$ cat src/verilog/aoc_params.svh
`ifndef AOC_PARAMS_SVH
`define AOC_PARAMS_SVH
// Register offsets on the byte-wide register port.
`define AOC_OFS_NVCTRL      8'h33
`define AOC_OFS_COMP_CTRL   8'h36
`define AOC_OFS_COMP_SETUP  8'h37
`define AOC_OFS_TRIM_X      8'h38
`define AOC_OFS_TRIM_Y      8'h39
`define AOC_OFS_TRIM_Z      8'h3a
`define AOC_OFS_SPARE0      8'h3b
`define AOC_OFS_SPARE1      8'h3c
// Field positions in the nonvolatile control register.
`define AOC_NV_UNLOCK       0
`define AOC_NV_TRIG         1
`define AOC_NV_RDY          2
`define AOC_NV_LOAD         3
`define AOC_NV_REMAIN_LO    4
// Field positions in the compensation control register.
`define AOC_CC_SLOW_X       0
`define AOC_CC_SLOW_Y       1
`define AOC_CC_SLOW_Z       2
`define AOC_CC_READY        4
`define AOC_CC_TRIG_LO      5
`define AOC_CC_CLEAR        7
// Field positions in the compensation setup register.
`define AOC_CS_CORNER       0
`define AOC_CS_TARGET_X     1
`define AOC_CS_TARGET_Y     3
`define AOC_CS_TARGET_Z     5
// Reset values and counts.
`define AOC_RESET_BYTE      8'h00
`define AOC_FAST_SAMPLES    16
`define AOC_REMAIN_INIT     4'hf
// One g in 12 bit two's complement at the 2g range.
`define AOC_ONE_G_12        12'sh400
// Slow filter shifts: corner bw/1000 and eight times that.
`define AOC_HP_SHIFT_SLOW   8
`define AOC_HP_SHIFT_FAST   5
// Timing: program time in microseconds, derived cycle count at 125 MHz.
`define AOC_PROG_TIME_US    20
`define AOC_CLK_MHZ         125
`define AOC_PROG_CYCLES     (`AOC_PROG_TIME_US * `AOC_CLK_MHZ)
`endif

$ cat src/verilog/aoc_pkg.sv
package aoc_pkg;
    // Fast compensation sequencer states.
    typedef enum logic [1:0] {
        AOC_FAST_IDLE = 2'b00,
        AOC_FAST_ACC  = 2'b01,
        AOC_FAST_DONE = 2'b10
    } aoc_fast_t;
    // Nonvolatile store sequencer states.
    typedef enum logic [1:0] {
        AOC_NV_IDLE = 2'b00,
        AOC_NV_LOAD = 2'b01,
        AOC_NV_PROG = 2'b10
    } aoc_nv_t;
endpackage : aoc_pkg

$ cat src/verilog/aoc_comp.sv
// Chosen here: the address-and-strobe port.
`timescale 1ns/1ps
`default_nettype none
`include "aoc_params.svh"
module aoc_comp #(
    parameter int SAMPLE_W    = 12,
    parameter int PROG_CYCLES = `AOC_PROG_CYCLES
) (
    input  wire logic                mclk,
    input  wire logic                resetn,
    input  wire logic [7:0]          reg_addr,
    input  wire logic [7:0]          reg_wdata,
    input  wire logic                reg_wr,
    input  wire logic                reg_rd,
    output logic      [7:0]          reg_rdata,
    input  wire logic                sample_valid,
    input  wire logic [SAMPLE_W-1:0] raw_x,
    input  wire logic [SAMPLE_W-1:0] raw_y,
    input  wire logic [SAMPLE_W-1:0] raw_z,
    input  wire logic [SAMPLE_W-1:0] filt_x,
    input  wire logic [SAMPLE_W-1:0] filt_y,
    input  wire logic [SAMPLE_W-1:0] filt_z,
    output logic      [SAMPLE_W-1:0] comp_raw_x,
    output logic      [SAMPLE_W-1:0] comp_raw_y,
    output logic      [SAMPLE_W-1:0] comp_raw_z,
    output logic      [SAMPLE_W-1:0] comp_filt_x,
    output logic      [SAMPLE_W-1:0] comp_filt_y,
    output logic      [SAMPLE_W-1:0] comp_filt_z,
    output logic                     comp_valid
);

    // The trim arithmetic assumes 12 bit samples at the 2g range.
    initial
    begin
        if (SAMPLE_W != 12) $error("aoc_comp: SAMPLE_W must be 12");
        if (PROG_CYCLES < 1) $error("aoc_comp: PROG_CYCLES must be positive");
    end

    // Saturating 12 bit add used on both output paths.
    function automatic logic [11:0] sat_add(input logic [11:0] a, input logic [11:0] b);
        logic [12:0] s;
        s = {a[11], a} + {b[11], b};
        if (s[12] != s[11]) sat_add = s[12] ? 12'h800 : 12'h7ff;
        else sat_add = s[11:0];
    endfunction : sat_add

    // Widen a byte trim to 12 bits; one byte LSB is four sample LSBs.
    function automatic logic [11:0] widen(input logic [7:0] t);
        widen = {{2{t[7]}}, t, 2'b00};
    endfunction : widen

    // Narrow a wide value to a byte, saturating instead of wrapping.
    function automatic logic [7:0] narrow(input logic [15:0] v);
        logic [13:0] q;
        q = v[15:2];
        if ($signed(q) > 14'sd127) narrow = 8'h7f;
        else if ($signed(q) < -14'sd128) narrow = 8'h80;
        else narrow = q[7:0];
    endfunction : narrow

    // Target decode for a two bit target field.
    function automatic logic [11:0] target_of(input logic [1:0] f);
        case (f)
            2'b01:   target_of = `AOC_ONE_G_12;
            2'b10:   target_of = -`AOC_ONE_G_12;
            default: target_of = 12'h000;
        endcase
    endfunction : target_of

    // Register state.
    logic [7:0]  trim [0:4];
    logic [7:0]  nv_store [0:4];
    logic        nv_unlock;
    logic [3:0]  nv_remain;
    logic [2:0]  slow_en;
    logic [7:0]  setup;
    logic [1:0]  fast_axis;
    logic [1:0]  trig_pend;
    logic [3:0]  fast_cnt;
    logic [15:0] fast_sum;
    logic [15:0] slow_acc [0:2];
    logic [12:0] prog_cnt;
    logic [2:0]  load_idx;
    aoc_pkg::aoc_fast_t fast_st;
    aoc_pkg::aoc_nv_t   nv_st;

    // Bus decode.
    wire wr_nv    = reg_wr && (reg_addr == `AOC_OFS_NVCTRL);
    wire wr_cc    = reg_wr && (reg_addr == `AOC_OFS_COMP_CTRL);
    wire wr_cs    = reg_wr && (reg_addr == `AOC_OFS_COMP_SETUP);
    wire wr_img   = reg_wr && (reg_addr >= `AOC_OFS_TRIM_X) && (reg_addr <= `AOC_OFS_SPARE1);
    wire [2:0] img_idx = 3'(reg_addr - `AOC_OFS_TRIM_X);
    wire clear_req = wr_cc && reg_wdata[`AOC_CC_CLEAR];
    wire [1:0] new_trig = reg_wdata[`AOC_CC_TRIG_LO +: 2];
    wire load_req  = wr_nv && reg_wdata[`AOC_NV_LOAD];
    wire prog_req  = wr_nv && reg_wdata[`AOC_NV_TRIG] && reg_wdata[`AOC_NV_UNLOCK]
                     && nv_unlock && (nv_st == aoc_pkg::AOC_NV_IDLE) && (nv_remain != 4'h0);
    wire fast_busy = (fast_st != aoc_pkg::AOC_FAST_IDLE) || (trig_pend != 2'b00);
    wire nv_ready  = (nv_st != aoc_pkg::AOC_NV_PROG);
    wire load_busy = (nv_st == aoc_pkg::AOC_NV_LOAD);

    // Slow compensation shift depends on the corner bit.
    wire [3:0] hp_shift = setup[`AOC_CS_CORNER] ? 4'(`AOC_HP_SHIFT_FAST) : 4'(`AOC_HP_SHIFT_SLOW);

    // Per-axis raw sample and its target value, and fast average.
    wire [11:0] raw_ax [0:2];
    assign raw_ax[0] = raw_x;
    assign raw_ax[1] = raw_y;
    assign raw_ax[2] = raw_z;
    wire [11:0] sel_raw  = raw_ax[fast_axis - 2'd1];
    wire [11:0] fast_avg = fast_sum[15:4];
    wire [1:0]  tgt_f    = setup[`AOC_CS_TARGET_X + 2*(fast_axis - 2'd1) +: 2];
    wire [11:0] tgt_val  = target_of(tgt_f);
    wire [15:0] fast_diff = 16'($signed(tgt_val)) - 16'($signed(fast_avg));

    // Compensated outputs are registered; sums clamp instead of wrapping.
    always_ff @(posedge mclk or negedge resetn)
    begin
        if (!resetn)
        begin
            comp_raw_x  <= 12'h000;
            comp_raw_y  <= 12'h000;
            comp_raw_z  <= 12'h000;
            comp_filt_x <= 12'h000;
            comp_filt_y <= 12'h000;
            comp_filt_z <= 12'h000;
            comp_valid  <= 1'b0;
        end
        else
        begin
            comp_raw_x  <= sat_add(raw_x, widen(trim[0]));
            comp_raw_y  <= sat_add(raw_y, widen(trim[1]));
            comp_raw_z  <= sat_add(raw_z, widen(trim[2]));
            comp_filt_x <= sat_add(filt_x, widen(trim[0]));
            comp_filt_y <= sat_add(filt_y, widen(trim[1]));
            comp_filt_z <= sat_add(filt_z, widen(trim[2]));
            comp_valid  <= sample_valid;
        end
    end

    // Control fields. The trigger field is write only and is consumed as a pending start.
    always_ff @(posedge mclk or negedge resetn)
    begin
        if (!resetn)
        begin
            slow_en   <= 3'b000;
            setup     <= `AOC_RESET_BYTE;
            nv_unlock <= 1'b0;
            trig_pend <= 2'b00;
        end
        else
        begin
            if (wr_cc) slow_en <= reg_wdata[2:0];
            if (wr_cs) setup <= reg_wdata;
            if (wr_nv) nv_unlock <= reg_wdata[`AOC_NV_UNLOCK];
            if (wr_cc && new_trig != 2'b00 && fast_st == aoc_pkg::AOC_FAST_IDLE)
                trig_pend <= new_trig;
            else if (fast_st == aoc_pkg::AOC_FAST_IDLE)
                trig_pend <= 2'b00;
        end
    end

    // Fast compensation: latch axis, sum 16 samples, then store the result.
    always_ff @(posedge mclk or negedge resetn)
    begin
        if (!resetn)
        begin
            fast_st   <= aoc_pkg::AOC_FAST_IDLE;
            fast_axis <= 2'b00;
            fast_cnt  <= 4'h0;
            fast_sum  <= 16'h0000;
        end
        else
        begin
            case (fast_st)
                aoc_pkg::AOC_FAST_IDLE:
                begin
                    fast_sum <= 16'h0000;
                    fast_cnt <= 4'h0;
                    if (trig_pend != 2'b00)
                    begin
                        fast_axis <= trig_pend;
                        fast_st   <= aoc_pkg::AOC_FAST_ACC;
                    end
                end
                aoc_pkg::AOC_FAST_ACC:
                    if (sample_valid)
                    begin
                        fast_sum <= fast_sum + {{4{sel_raw[11]}}, sel_raw};
                        fast_cnt <= fast_cnt + 4'h1;
                        if (fast_cnt == 4'(`AOC_FAST_SAMPLES - 1))
                            fast_st <= aoc_pkg::AOC_FAST_DONE;
                    end
                aoc_pkg::AOC_FAST_DONE:
                    fast_st <= aoc_pkg::AOC_FAST_IDLE;
                default:
                    fast_st <= aoc_pkg::AOC_FAST_IDLE;
            endcase
        end
    end

    // Slow compensation accumulators: a plain integrator that subtracts the compensated raw output shifted by hp_shift.
    wire [11:0] comp_ax [0:2];
    assign comp_ax[0] = comp_raw_x;
    assign comp_ax[1] = comp_raw_y;
    assign comp_ax[2] = comp_raw_z;
    always_ff @(posedge mclk or negedge resetn)
    begin
        if (!resetn)
        begin
            for (int i = 0; i < 3; i++) slow_acc[i] <= 16'h0000;
        end
        else
        begin
            for (int i = 0; i < 3; i++)
                if (!slow_en[i] || clear_req)
                    slow_acc[i] <= 16'h0000;
                else if (comp_valid)
                    slow_acc[i] <= slow_acc[i] - 16'($signed({{4{comp_ax[i][11]}}, comp_ax[i]})
                                   >>> hp_shift);
        end
    end

    // Image registers, nonvolatile store and its sequencer.
    // The load walks one image byte per cycle so busy is visible to software.
    always_ff @(posedge mclk or negedge resetn)
    begin
        if (!resetn)
        begin
            for (int i = 0; i < 5; i++) trim[i] <= `AOC_RESET_BYTE;
            for (int i = 0; i < 5; i++) nv_store[i] <= `AOC_RESET_BYTE;
            nv_remain <= `AOC_REMAIN_INIT;
            nv_st     <= aoc_pkg::AOC_NV_LOAD;
            load_idx  <= 3'd0;
            prog_cnt  <= 13'd0;
        end
        else
        begin
            if (wr_img) trim[img_idx] <= reg_wdata;
            if (fast_st == aoc_pkg::AOC_FAST_DONE)
                trim[fast_axis - 2'd1] <= narrow(fast_diff);
            else
                for (int i = 0; i < 3; i++)
                    if (slow_en[i] && comp_valid && !wr_img)
                        trim[i] <= narrow(16'($signed(widen(trim[i])))
                                   + ($signed(slow_acc[i]) >>> 4));
            if (clear_req)
                for (int i = 0; i < 3; i++) trim[i] <= 8'h00;
            case (nv_st)
                aoc_pkg::AOC_NV_IDLE:
                begin
                    load_idx <= 3'd0;
                    if (load_req) nv_st <= aoc_pkg::AOC_NV_LOAD;
                    else if (prog_req)
                    begin
                        nv_st    <= aoc_pkg::AOC_NV_PROG;
                        prog_cnt <= 13'(PROG_CYCLES - 1);
                    end
                end
                aoc_pkg::AOC_NV_LOAD:
                begin
                    trim[load_idx] <= nv_store[load_idx];
                    load_idx <= load_idx + 3'd1;
                    if (load_idx == 3'd4) nv_st <= aoc_pkg::AOC_NV_IDLE;
                end
                aoc_pkg::AOC_NV_PROG:
                begin
                    prog_cnt <= prog_cnt - 13'd1;
                    if (prog_cnt == 13'd0)
                    begin
                        for (int i = 0; i < 5; i++) nv_store[i] <= trim[i];
                        nv_remain <= nv_remain - 4'h1;
                        nv_st <= aoc_pkg::AOC_NV_IDLE;
                    end
                end
                default: nv_st <= aoc_pkg::AOC_NV_IDLE;
            endcase
        end
    end

    // Read mux; unmapped addresses read zero.
    wire [7:0] rd_nv = {nv_remain, load_busy, nv_ready, 1'b0, nv_unlock};
    wire [7:0] rd_cc = {3'b000, !fast_busy, 1'b0, slow_en};
    wire [7:0] rd_mux = (reg_addr == `AOC_OFS_NVCTRL)     ? rd_nv :
                        (reg_addr == `AOC_OFS_COMP_CTRL)  ? rd_cc :
                        (reg_addr == `AOC_OFS_COMP_SETUP) ? setup :
                        ((reg_addr >= `AOC_OFS_TRIM_X) && (reg_addr <= `AOC_OFS_SPARE1))
                                                          ? trim[img_idx] : 8'h00;
    always_ff @(posedge mclk or negedge resetn)
    begin
        if (!resetn) reg_rdata <= 8'h00;
        else if (reg_rd) reg_rdata <= rd_mux;
    end

    // Ready must be low whenever a fast run is in flight.
    property p_ready_low_busy;
        @(posedge mclk) disable iff (!resetn)
        (fast_st != aoc_pkg::AOC_FAST_IDLE || trig_pend != 2'b00) |-> !rd_cc[`AOC_CC_READY];
    endproperty
    a_ready_low_busy: assert property (p_ready_low_busy) else $error("ready high during run");

    // A clear outside a reload leaves every axis trim at zero.
    property p_clear;
        @(posedge mclk) disable iff (!resetn)
        clear_req |=> (trim[0] == 8'h00 && trim[1] == 8'h00 && trim[2] == 8'h00);
    endproperty
    a_clear: assert property (p_clear) else $error("trim not cleared");

    // Programming holds ready low for at least eight cycles.
    property p_prog_ready;
        @(posedge mclk) disable iff (!resetn)
        prog_req |=> !nv_ready [*8];
    endproperty
    a_prog_ready: assert property (p_prog_ready) else $error("program ready too early");

    // A load request finishes within six cycles.
    property p_load_done;
        @(posedge mclk) disable iff (!resetn)
        (load_req && nv_st == aoc_pkg::AOC_NV_IDLE) |=> load_busy ##[1:6] !load_busy;
    endproperty
    a_load_done: assert property (p_load_done) else $error("reload did not finish");

    // Outputs never wrap: positive plus positive stays non-negative.
    property p_clamp;
        @(posedge mclk) disable iff (!resetn)
        (!raw_x[11] && !trim[0][7]) |=> !comp_raw_x[11];
    endproperty
    a_clamp: assert property (p_clamp) else $error("sum wrapped");

    // A program consumes one remaining cycle.
    property p_remain;
        @(posedge mclk) disable iff (!resetn)
        (nv_st == aoc_pkg::AOC_NV_PROG && prog_cnt == 13'd0) |=> nv_remain == $past(nv_remain) - 4'h1;
    endproperty
    a_remain: assert property (p_remain) else $error("remain count wrong");

    // A trigger drops ready on the next cycle and starts the run one cycle later.
    property p_trig;
        @(posedge mclk) disable iff (!resetn)
        (wr_cc && new_trig != 2'b00 && !fast_busy) |=> fast_busy ##1 (fast_st == aoc_pkg::AOC_FAST_ACC);
    endproperty
    a_trig: assert property (p_trig) else $error("trigger not taken");

    // A write to a spare image byte is kept in the image on the next cycle.
    property p_image_rw;
        @(posedge mclk) disable iff (!resetn)
        (wr_img && img_idx > 3'd2 && nv_st == aoc_pkg::AOC_NV_IDLE) |=> trim[$past(img_idx)] == $past(reg_wdata);
    endproperty
    a_image_rw: assert property (p_image_rw) else $error("spare byte lost");

endmodule : aoc_comp
`default_nettype wire

$ cat config.mk
export PLATFORM = sky130hd
export DESIGN_NAME = aoc_comp
export DESIGN_NICKNAME = d
export VERILOG_FILES = /design/src/verilog/aoc_pkg.sv /design/src/verilog/aoc_comp.sv
export VERILOG_INCLUDE_DIRS = /design/src /design/src/verilog
export SDC_FILE = /design/constraint.sdc
export NUM_CORES = 1
export LEC_CHECK = 0
export BUFFER_PORTS_ARGS = -buffer_cell sky130_fd_sc_hd__buf_2
export CAP_MARGIN = 0
export CORE_ASPECT_RATIO = 0.8
export CORE_MARGIN = 5
export CORE_UTILIZATION = 50
export DETAILED_ROUTE_END_ITERATION = 7
export GPL_TIMING_DRIVEN = 1
export HOLD_SLACK_MARGIN = 0.02
export PLACE_DENSITY = 0.72
export REMOVE_ABC_BUFFERS = 1
export SLEW_MARGIN = 10
export SYNTH_ARGS = -nofsm -noshare
export SYNTH_HDL_FRONTEND = slang
export SYNTH_SLANG_ARGS = --single-unit
$ cat constraint.sdc
create_clock -name mclk -period 7.4 [get_ports mclk]
set_input_delay 2.22 -clock mclk [delete_from_list [all_inputs] [get_ports mclk]]
set_output_delay 2.22 -clock mclk [all_outputs]
set_load 0.005 [all_outputs]
== Yosys cells after proc, flatten, opt, wreduce, memory -nomap -nowiden ==
Cells that the tools add are included.
Word-level totals
  bits in registers: 269
  latch bits: 0
  bits in writable memories: 0
  memory bits (read-only): 0
  logic and storage cells: 236
  memories: 0
Cells by class
  add/subtract/negate cells: 22
  multiply operators: 0
  divide/modulo/power cells: 0
  $lt $le $gt $ge: 17
  equal/unequal tests: 26
  shift operators: 4
  muxes and demuxes: 78
  bitwise operators: 3
  reductions and logical operators: 53
Operator list (count)
  8-bit 2-to-1 mux: 23
  12-bit 2-to-1 mux: 14
  16-bit 2-to-1 mux: 8
  40-bit bitwise mux: 3
  40-bit 2-to-1 mux: 2
  12-bit by 10-bit adder with 13-bit output: 6
  8-bit demux with 3-bit select: 3
  8-bit binary-select mux with 3-bit select: 2
  24-bit 2-to-1 mux: 2
  12-bit by 4-bit >>> shifter with 16-bit output: 3
  16-bit subtractor: 3
  11-bit by 8-bit greater-than comparator with 1-bit output, second input constant: 4
  11-bit by 8-bit less-than comparator with 1-bit output, second input constant: 4
  10-bit by 12-bit adder with 13-bit output: 3
  8-bit by 33-bit variable part select with 2-bit output: 1
  16-bit case mux with 2 select lines: 1
  13-bit 2-to-1 mux: 2
  13-bit case mux with 2 select lines: 1
  12-bit binary-select mux with 2-bit select: 1
  8-bit by 6-bit == test with 1-bit output, second input constant: 3
  1-bit logical AND: 24
  12-bit case mux with 2 select lines: 1
  2-bit nonzero test: 10
  2-bit 2-to-1 mux: 9
  other kinds (39): 70

== Longest topological paths before layout ==
Gate-level depths: netlist (run 1).
  depth in word-level cells: 15
  gate-level depth with buffers: 18

== Worst setup path after synthesis (run 1) ==
Ideal clock, no wire load.
  path type: input-to-reg
  start: input raw_x[0]
  end: register fast_sum[14]
  data arrival time: 4419 ps
  data required time: 7279 ps
  slack: 2860 ps
  stages: 13
  path through: mux2i_1 > o21ai_0 > ha_1 > fa_1 > a21o_1 > a21o_1 > a21oi_1 > o21bai_1 > a41oi_1 > a21oi_1 > a21oi_1 > xnor2_1 > a22o_1
Between the ends
  word-level cells in the longest chain between the ends: 6
RTL lines
  start, declared: line aoc_comp.sv:17  | input wire logic [SAMPLE_W-1:0] raw_x,
  12-bit binary-select mux with 2-bit select: line aoc_comp.sv:110  | wire [11:0] sel_raw = raw_ax[fast_axis - 2'd1];
  12-bit 2-to-1 mux (implied by the code) (2 in a row): line aoc_comp.sv:110
  16-bit adder: line aoc_comp.sv:189  | fast_sum <= fast_sum + {{4{sel_raw[11]}}, sel_raw};
  16-bit 2-to-1 mux: line aoc_comp.sv:187  | if (sample_valid)
  16-bit case mux with 2 select lines: line aoc_comp.sv:175  | case (fast_st)
  end signal, assigned: line aoc_comp.sv:189
  end, declared: line aoc_comp.sv:80  | logic [15:0] fast_sum;
No other way between the ends. The select of a mux whose other input is x is not followed.
A chain may end at the register's enable or synchronous reset.

== Final worst setup path (run 1) ==
  start: register fast_axis[0]
  end: register fast_sum[15]
Between the ends
  word-level cells in the longest chain between the ends: 8
RTL lines
  start, declared: line aoc_comp.sv:77  | logic [1:0] fast_axis;
  start signal, assigned: line aoc_comp.sv:182  | fast_axis <= trig_pend;
  2-bit by 1-bit subtractor with 2-bit output: line aoc_comp.sv:110
  2-bit NOT with 3-bit output (implied by the code): line aoc_comp.sv:110
  12-bit binary-select mux with 2-bit select: line aoc_comp.sv:110
  12-bit 2-to-1 mux (implied by the code) (2 in a row): line aoc_comp.sv:110
  16-bit adder: line aoc_comp.sv:189
  16-bit 2-to-1 mux: line aoc_comp.sv:187
  16-bit case mux with 2 select lines: line aoc_comp.sv:175
No other way between the ends. The select of a mux whose other input is x is not followed.

==> qor.csv, run 1 <==
stage;metric;value;unit
job;max_cap viols;0;
setup_path;element type at the critical path start;flip-flop;
synth;Synth Register Bits;269;
clock_network;Inserted Clock Buffers;30;
floorplanning;Rows;64;
routing;via count;16685;
setup_path;WS Path Type;flip-flop to flip-flop;
synth;Cell Area, Synth;19100;um2
placed_design;routability cong.;0.934;
clock_network;clock slew at reported path FFs;60;ps
global_routing;initial antenna violation count;1;
synth;async set-reset flop share out of synthesis;100;%
floorplanning;die height;185;um
clock_network;Clock Latency Late Sink;590;ps
clock_network;Root Driver;clkbuf_16;
synth;Commonest cells post-synth;nand2_1, dfrtp_1, a21oi_1;
global_routing;GRT overflow;0;
floorplanning;Ports;174;
final_layout;Final nets;2489;
setup_path;CP max FO;17;
pwr;Pleak;10.2;nW
routing;via/cell ratio;6.09;
routing;Initial DRC Count;1503;
floorplanning;die width;228;um
sta;fin crit share;66.1;%
final_layout;share of post-route cells with drive strength above 1;14.7;%
synth;Netlist cell types;92;
floorplanning;die area;42200;um2
run_status;outcome;finished, final reports clean;
floorplanning;Core ar.;38000;um2
floorplanning;initial core utilization;50.3;%
clock_network;H-tree depth;1;
final_layout;area added between synthesis and finish;12.2;%
synth;most common cell in the netlist;nand2_1;
setup_path;CP arrival;5390;ps
synth;EDFF count, synth;0;
sta;Worst Clk Skew;23.7;ps
setup_path;Critical Path End Type;flip-flop;
pwr;pwr dens;366;nW/um2
setup_path;Data required, critical path;7890;ps
synth;instance count of the mapped netlist;2077;
sta;final-report hold violation count;0;
sta;post-layout min period;4900;ps
routing;wirelength, routed;56.9;mm
sta;setup TNS;0;ps
final_layout;Final Util;56.4;%
placed_design;Post-DP HPWL;42.4;mm
global_routing;global-route wire length before repair;89.5;mm
routing;DRT Pass-1 Iters;6;
global_routing;vias in the first global route;16215;
routing;WL per Instance;20.8;um
sta;Slew @ Worst Pin;1230;ps
clock_network;CTS Sinks;269;
synth;area leader, netlist;dfrtp_1;
pwr;maximum vdd ir drop;0.221;mV
global_routing;largest net degree at the start of global routing;121;
synth;share of the synthesized area in the top cell type;34.6;%
sta;setup violators final;0;
routing;# DRC;0;
clock_network;hold_buf cts;0;
routing;Antenna Nets Post-Route;0;
synth;Avg Cell Area, Syn;9.19;um2
sta;Final Max Slew Viols;0;
clock_network;CTS Buffer Depth;3;
synth;top post-synthesis cells by area;dfrtp_1, ha_1, nand2_1;
placed_design;input/output buffers;173;
clock_network;post-CTS setup buffers;0;
synth;most common flop cell mapped by yosys;dfrtp_1;
clock_network;TritonCTS clock tree;done;
sta;normalized max-slew margin;17.9;%
sta;FMAX;204;MHz
synth;post-synthesis sequential area ratio;35.3;%
clock_network;# resized after CTS;0;
synth;synth warn;0;
sta;RSZ-0062 raised after global routing;false;
global_routing;overall routing resource usage;26.3;%
hold_path;Hold Crit Class;flip-flop to flip-flop;
[layer usage]
metal / track usage [%] / vias to the layer above / wire, um
li1: - / 7889 / -
met5: 0 / - / 0
met1: 35.7 / 8016 / 24700
met4: 9.10 / 0 / 2290
met3: 5.74 / 147 / 4570
met2: 42.1 / 633 / 25400
[final timing paths]
path	from	end	slack (ps)	cells past startpoint
worst max-delay path	fast_axis[0]$_DFFE_PN0P_	fast_sum[15]$_DFFE_PN0P_	2500	15
worst min-delay path	nv_store[8]$_DFFE_PN0P_	nv_store[8]$_DFFE_PN0P_	470	2
worst max register to register	fast_axis[0]$_DFFE_PN0P_	fast_sum[15]$_DFFE_PN0P_	2500	15
worst min register to register	nv_store[8]$_DFFE_PN0P_	nv_store[8]$_DFFE_PN0P_	470	2
max in group asynchronous	resetn	slow_acc[21]$_DFFE_PN0P_	4270	2
min in group asynchronous	resetn	comp_filt_y[11]$_DFF_PN0_	1670	1
[per-stage QoR]
| stage | total power, W | hold WS, ps | instances | cell area (um2) | worst slack [ps] |
|---|---|---|---|---|---|
| final | 0.00783 | 470 | 2741 | 21400 | 2500 |
| after global routing | 0.00838 | 494 | 2740 | 21400 | 2040 |
| after CTS | 0.00781 | 472 | 2740 | 21400 | 2490 |
| after detailed placement | 0.00617 | 457 | 2684 | 20300 | 2040 |
| after global placement | 0.00605 | 453 | 2684 | 20300 | 2060 |
| after floorplan | 0.00492 | 440 | 2006 | 18800 | 2850 |
[flip-flops by register name, indices dropped and copies added (netlist names), 12 cells and up]
name and count:
trim 40, comp_filt_x 12, comp_filt_z 12, prog_cnt 13
comp_raw_y 12, fast_sum 16, nv_store 40, comp_raw_x 12
comp_filt_y 12, comp_raw_z 12, slow_acc 48
[cells in the final DEF (no fill, tap or decap), types with 12 or more instances in the layout]
master and count:
xnor2_1 70, nor2b_1 27, nand2_1 277, clkbuf_16 30, a31oi_1 21, a22o_1 54
nor2_1 132, xor2_1 51, nand3_1 36, mux2_2 34, dfrtp_1 264, ha_1 162
nand2b_1 25, inv_1 80, nor3_1 35, a21o_1 45, buf_2 172, mux2i_1 79
o21a_1 27, o21ai_0 114, o22ai_1 12, o211ai_1 17, fa_1 13, o221ai_1 22
a21oi_1 174, and3_1 12, or3_1 18
[critical path, stage by stage, from the launching register on]
cell and delay [ps]:
dfrtp_1 560, inv_1 270, ha_1 920, nor2b_1 630, nand2_1 110, o21ai_0 220
ha_1 340, a211o_1 290, a211oi_1 350, o21ai_1 170, nand2_1 80, o21ai_0 130
o41ai_2 260, xor2_1 220, a21oi_1 100, o22ai_1 160
[report_power, final]
| group | total (W) | switching, W | internal, W |
|---|---|---|---|
| combinational | 0.00393 | 0.00225 | 0.00168 |
| sequential | 0.00229 | 0.000464 | 0.00183 |
| clock | 0.00161 | 0.000656 | 0.000952 |
| total | 0.00783 | 0.00337 | 0.00446 |
[cells by family (layout without fill, tap and decap cells)]
group / Yosys count / count (layout) / synth area share, %
AOI/OAI and AO/OA: 622 / 622 / 22.0
and+or+nand+nor: 621 / 621 / 15.2
DFF: 269 / 269 / 35.3
adders and majority gates: 175 / 175 / 12.0
buffers and inverters: 152 / 320 / 3.26
xor gates and xnor gates: 121 / 121 / 5.55
muxes: 117 / 117 / 6.62
other: 0 / 1 / 0
[area by class of cell]
| class | instances | area [um2] |
|---|---|---|
| diodes | 1 | 2.50 |
| fillers | 3395 | 16600 |
| flip-flops and latches | 269 | 6740 |
| well taps | 495 | 619 |
| repair buffers | 183 | 951 |
| inverters | 81 | 304 |
| multi-input cells | 1656 | 11700 |
| clock buffers | 37 | 807 |
| clock inverters | 19 | 246 |
Power figures use the tool's default switching activity.
==> run 2, diff against run 1 <==
Settings changed: ABC_AREA set to 1.
Clock period 7.4 ns to 4.8 ns, I/O delays scaled along.
==> run 2 against run 1 <==
Effect of this change: register-to-register slack lost 1200 ps; core utilization is 0.25 points higher; clock skew is 11 ps higher; final cell count rose by 32%; largest power group unchanged; wire length rose by 16%; sequential share of layout area down 2.1 points; final area rose by 7.1%; highest routed layer unchanged; sequential cell count is the same; sequential power up 63%; synthesized cell count up 39%.
==> qor.csv, run 2 <==
stage;metric;value;unit
synth;area leader, netlist;dfrtp_1;
clock_network;TritonCTS clock tree;done;
final_layout;flip-flop and latch area;6740;um2
clock_network;hold_buf cts;0;
sta;post-layout min period;3480;ps
sta;fin crit share;72.5;%
setup_path;WS Path Type;primary input to flip-flop;
placed_design;Post-DP HPWL;51.2;mm
synth;most common cell in the netlist;nand2_1;
pwr;Pleak;12.0;nW
global_routing;vias in the first global route;19384;
sta;normalized max-slew margin;25.1;%
sta;Worst Clk Skew;34.6;ps
setup_path;CP most frequent cell;nand2_1;
setup_path;Max stage delay on crit path;440;ps
synth;EDFF count, synth;0;
sta;Final Max Slew Viols;0;
routing;wirelength, routed;66.1;mm
final_layout;fillers;3894;
final_layout;most frequent cells in the layout;nand2_1, inv_1, dfrtp_1, a21oi_1, nor2_1;
synth;Commonest cells post-synth;nand2_1, inv_1, dfrtp_1;
synth;instance count of the mapped netlist;2893;
clock_network;CTS Buffer Depth;3;
final_layout;Final nets;3323;
pwr;pwr dens;691;nW/um2
setup_path;ordered list of cells on the worst path;buf_2 -> inv_1 -> a21oi_1 -> o21ai_0 -> o21ai_0 -> ha_1 -> nand2_1 -> nor2_1 -> nand2_1 -> nand2_1 -> a21oi_1 -> o21ai_0 -> nand2_1 -> nand2_1 -> nand2_1 -> nand3_1 -> nand2_1;
sta;setup TNS;0;ps
final_layout;multi-input logic area;12100;um2
run_status;outcome;finished, final reports clean;
floorplanning;initial core utilization;50.4;%
floorplanning;Rows;66;
setup_path;CP max FO;6;
placed_design;placed insts;3563;
synth;async set-reset flop share out of synthesis;100;%
global_routing;initial antenna violation count;0;
final_layout;most common cell after layout, fill and taps aside;nand2_1;
pwr;maximum vdd ir drop;0.378;mV
floorplanning;die area;44900;um2
setup_path;Data required, critical path;5220;ps
setup_path;element type at the critical path start;primary input;
synth;Avg Cell Area, Syn;7.04;um2
setup_path;Critical Path End Type;flip-flop;
routing;via count;20306;
placed_design;input/output buffers;173;
pwr;Pwr Total;0.0158;W
sta;setup violators final;0;
clock_network;Inserted Clock Buffers;34;
sta;Final Hold Slack;476;ps
synth;share of the synthesized area in the top cell type;32.4;%
final_layout;final non-filler cell total;3624;
routing;WL per Instance;18.2;um
floorplanning;Core ar.;40500;um2
global_routing;largest net degree at the start of global routing;96;
clock_network;CTS Sinks;269;
final_layout;area added between synthesis and finish;12.5;%
clock_network;post-CTS setup buffers;0;
routing;Initial DRC Count;2222;
job;max_cap viols;0;
clock_network;clock slew at reported path FFs;60;ps
synth;top post-synthesis cells by area;dfrtp_1, nand2_1, ha_1;
placed_design;Placed Instance Area;21800;um2
floorplanning;die width;236;um
routing;via/cell ratio;5.60;
clock_network;# resized after CTS;0;
routing;Antenna Nets Post-Route;0;
final_layout;Design Area, Final;22900;um2
synth;Netlist cell types;59;
setup_path;Top delay family on crit path;compound AO/OA/AOI/OAI gates;
setup_path;Crit-path slowest cell;ha_1;
synth;post-synthesis sequential area ratio;33.1;%
floorplanning;die height;191;um
sta;final-report hold violation count;0;
routing;# DRC;0;
routing;DRT Pass-1 Iters;6;
sta;Slew @ Worst Pin;1120;ps
final_layout;Largest Register;slow_acc;
final_layout;biggest regs;slow_acc: 48 flops, nv_store: 40 flops, trim: 40 flops;
clock_network;Root Driver;clkbuf_16;
synth;Synth Register Bits;269;
hold_path;Hold Crit Class;flip-flop to flip-flop;
clock_network;H-tree depth;2;
global_routing;overall routing resource usage;28.8;%
synth;most common flop cell mapped by yosys;dfrtp_1;
synth;synth warn;0;
sta;FMAX;287;MHz
clock_network;Clock Latency Late Sink;550;ps
final_layout;share of post-route cells with drive strength above 1;10.2;%
sta;RSZ-0062 raised after global routing;false;
floorplanning;Ports;174;
final_layout;max FFs per register;48;
global_routing;GRT overflow;0;
setup_path;sum of buffers and inverters on the critical path;2;
placed_design;routability cong.;0.996;
setup_path;CP arrival;3900;ps
synth;Cell Area, Synth;20400;um2
global_routing;global-route wire length before repair;105;mm
## run 2: changes by cell type in the layout (fill, tap and decap cells not counted), sizes merged, moves of 33 or more
cell / change
inv: +251
mux2i: -71
o21ai: +188
nor2: +80
nand3: +96
nand2: +599
a21oi: +43
a22o: -49
a21o: -36
mux2: -33
## run 2: worst reg2reg max path, cell delays in order (launching register included)
cell,delay [ps]
dfrtp_1,400
inv_1,120
ha_1,260
inv_1,70
buf_4,210
nor2_1,60
o21ai_0,90
a31oi_1,110
ha_1,290
inv_1,40
ha_1,320
nand2_1,70
nor2_1,100
nand2_1,90
nand3_1,80
nand2_1,90
o21ai_2,270
nand2_1,270
o21ai_1,200
nand2_1,70
nand2_1,50
nand2_1,40
## run 2: power breakdown
group	internal, W	switching [W]	leakage, nW
sequential	0.00299	0.000756	3.30
clock	0.00157	0.00107	0.562
combinational	0.00332	0.00613	8.16
total	0.00787	0.00796	12.0
## run 2: final timing paths
path	end	slack [ps]	start	depth (start not counted)
max	fast_sum[15]$_DFFE_PN0P_	1320	raw_x[3]	17
min	nv_store[12]$_DFFE_PN0P_	480	nv_store[12]$_DFFE_PN0P_	2
max reg2reg	trim[26]$_DFF_PN0_	1350	fast_axis[1]$_DFFE_PN0P_	21
min reg2reg	nv_store[12]$_DFFE_PN0P_	480	nv_store[12]$_DFFE_PN0P_	2
max in group asynchronous	nv_remain[1]$_DFFE_PN1P_	2880	resetn	2
min in group asynchronous	comp_filt_x[7]$_DFF_PN0_	920	resetn	1
## run 2: cells by family after synthesis
kind of cell    Yosys count  synth area share, %
mux                       9                0.448
xor+xnor                 84                 3.61
compound gates          652                 17.6
fa+ha+maj               175                 11.2
buf+inv                 397                 7.59
flops                   269                 33.1
simple gates           1307                 26.4
## run 2: final cells by class
class	count	area share, %
repair buffers	190	4.49
diodes	1	0.0109
well taps	544	2.97
flip-flops and latches	269	29.4
clock inverters	15	0.753
clock buffers	45	4.15
inverters	333	5.47
multi-input cells	2227	52.8
## run 2: per-layer routing
metal  wire length, um  up-vias  part of all wire (%)  track usage [%]
met1             30400     9466                    46             41.6
met5                 0        -                     0                0
met4              2090        0                   3.2             8.84
met2             27900      795                    42             43.7
met3              5750      165                   8.7             6.07
li1                  -     9880                     -                -
## run 2: stage by stage
| step | worst slack (ps) | util, % |
|---|---|---|
| 3_5_place_dp | 810 | 53.9 |
| 5_1_grt | 1040 | 56.6 |
| 6_report | 1320 | 56.6 |
| 3_3_place_gp | 757 | 53.9 |
| 4_1_cts | 1370 | 56.6 |
| 2_1_floorplan | 943 | - |
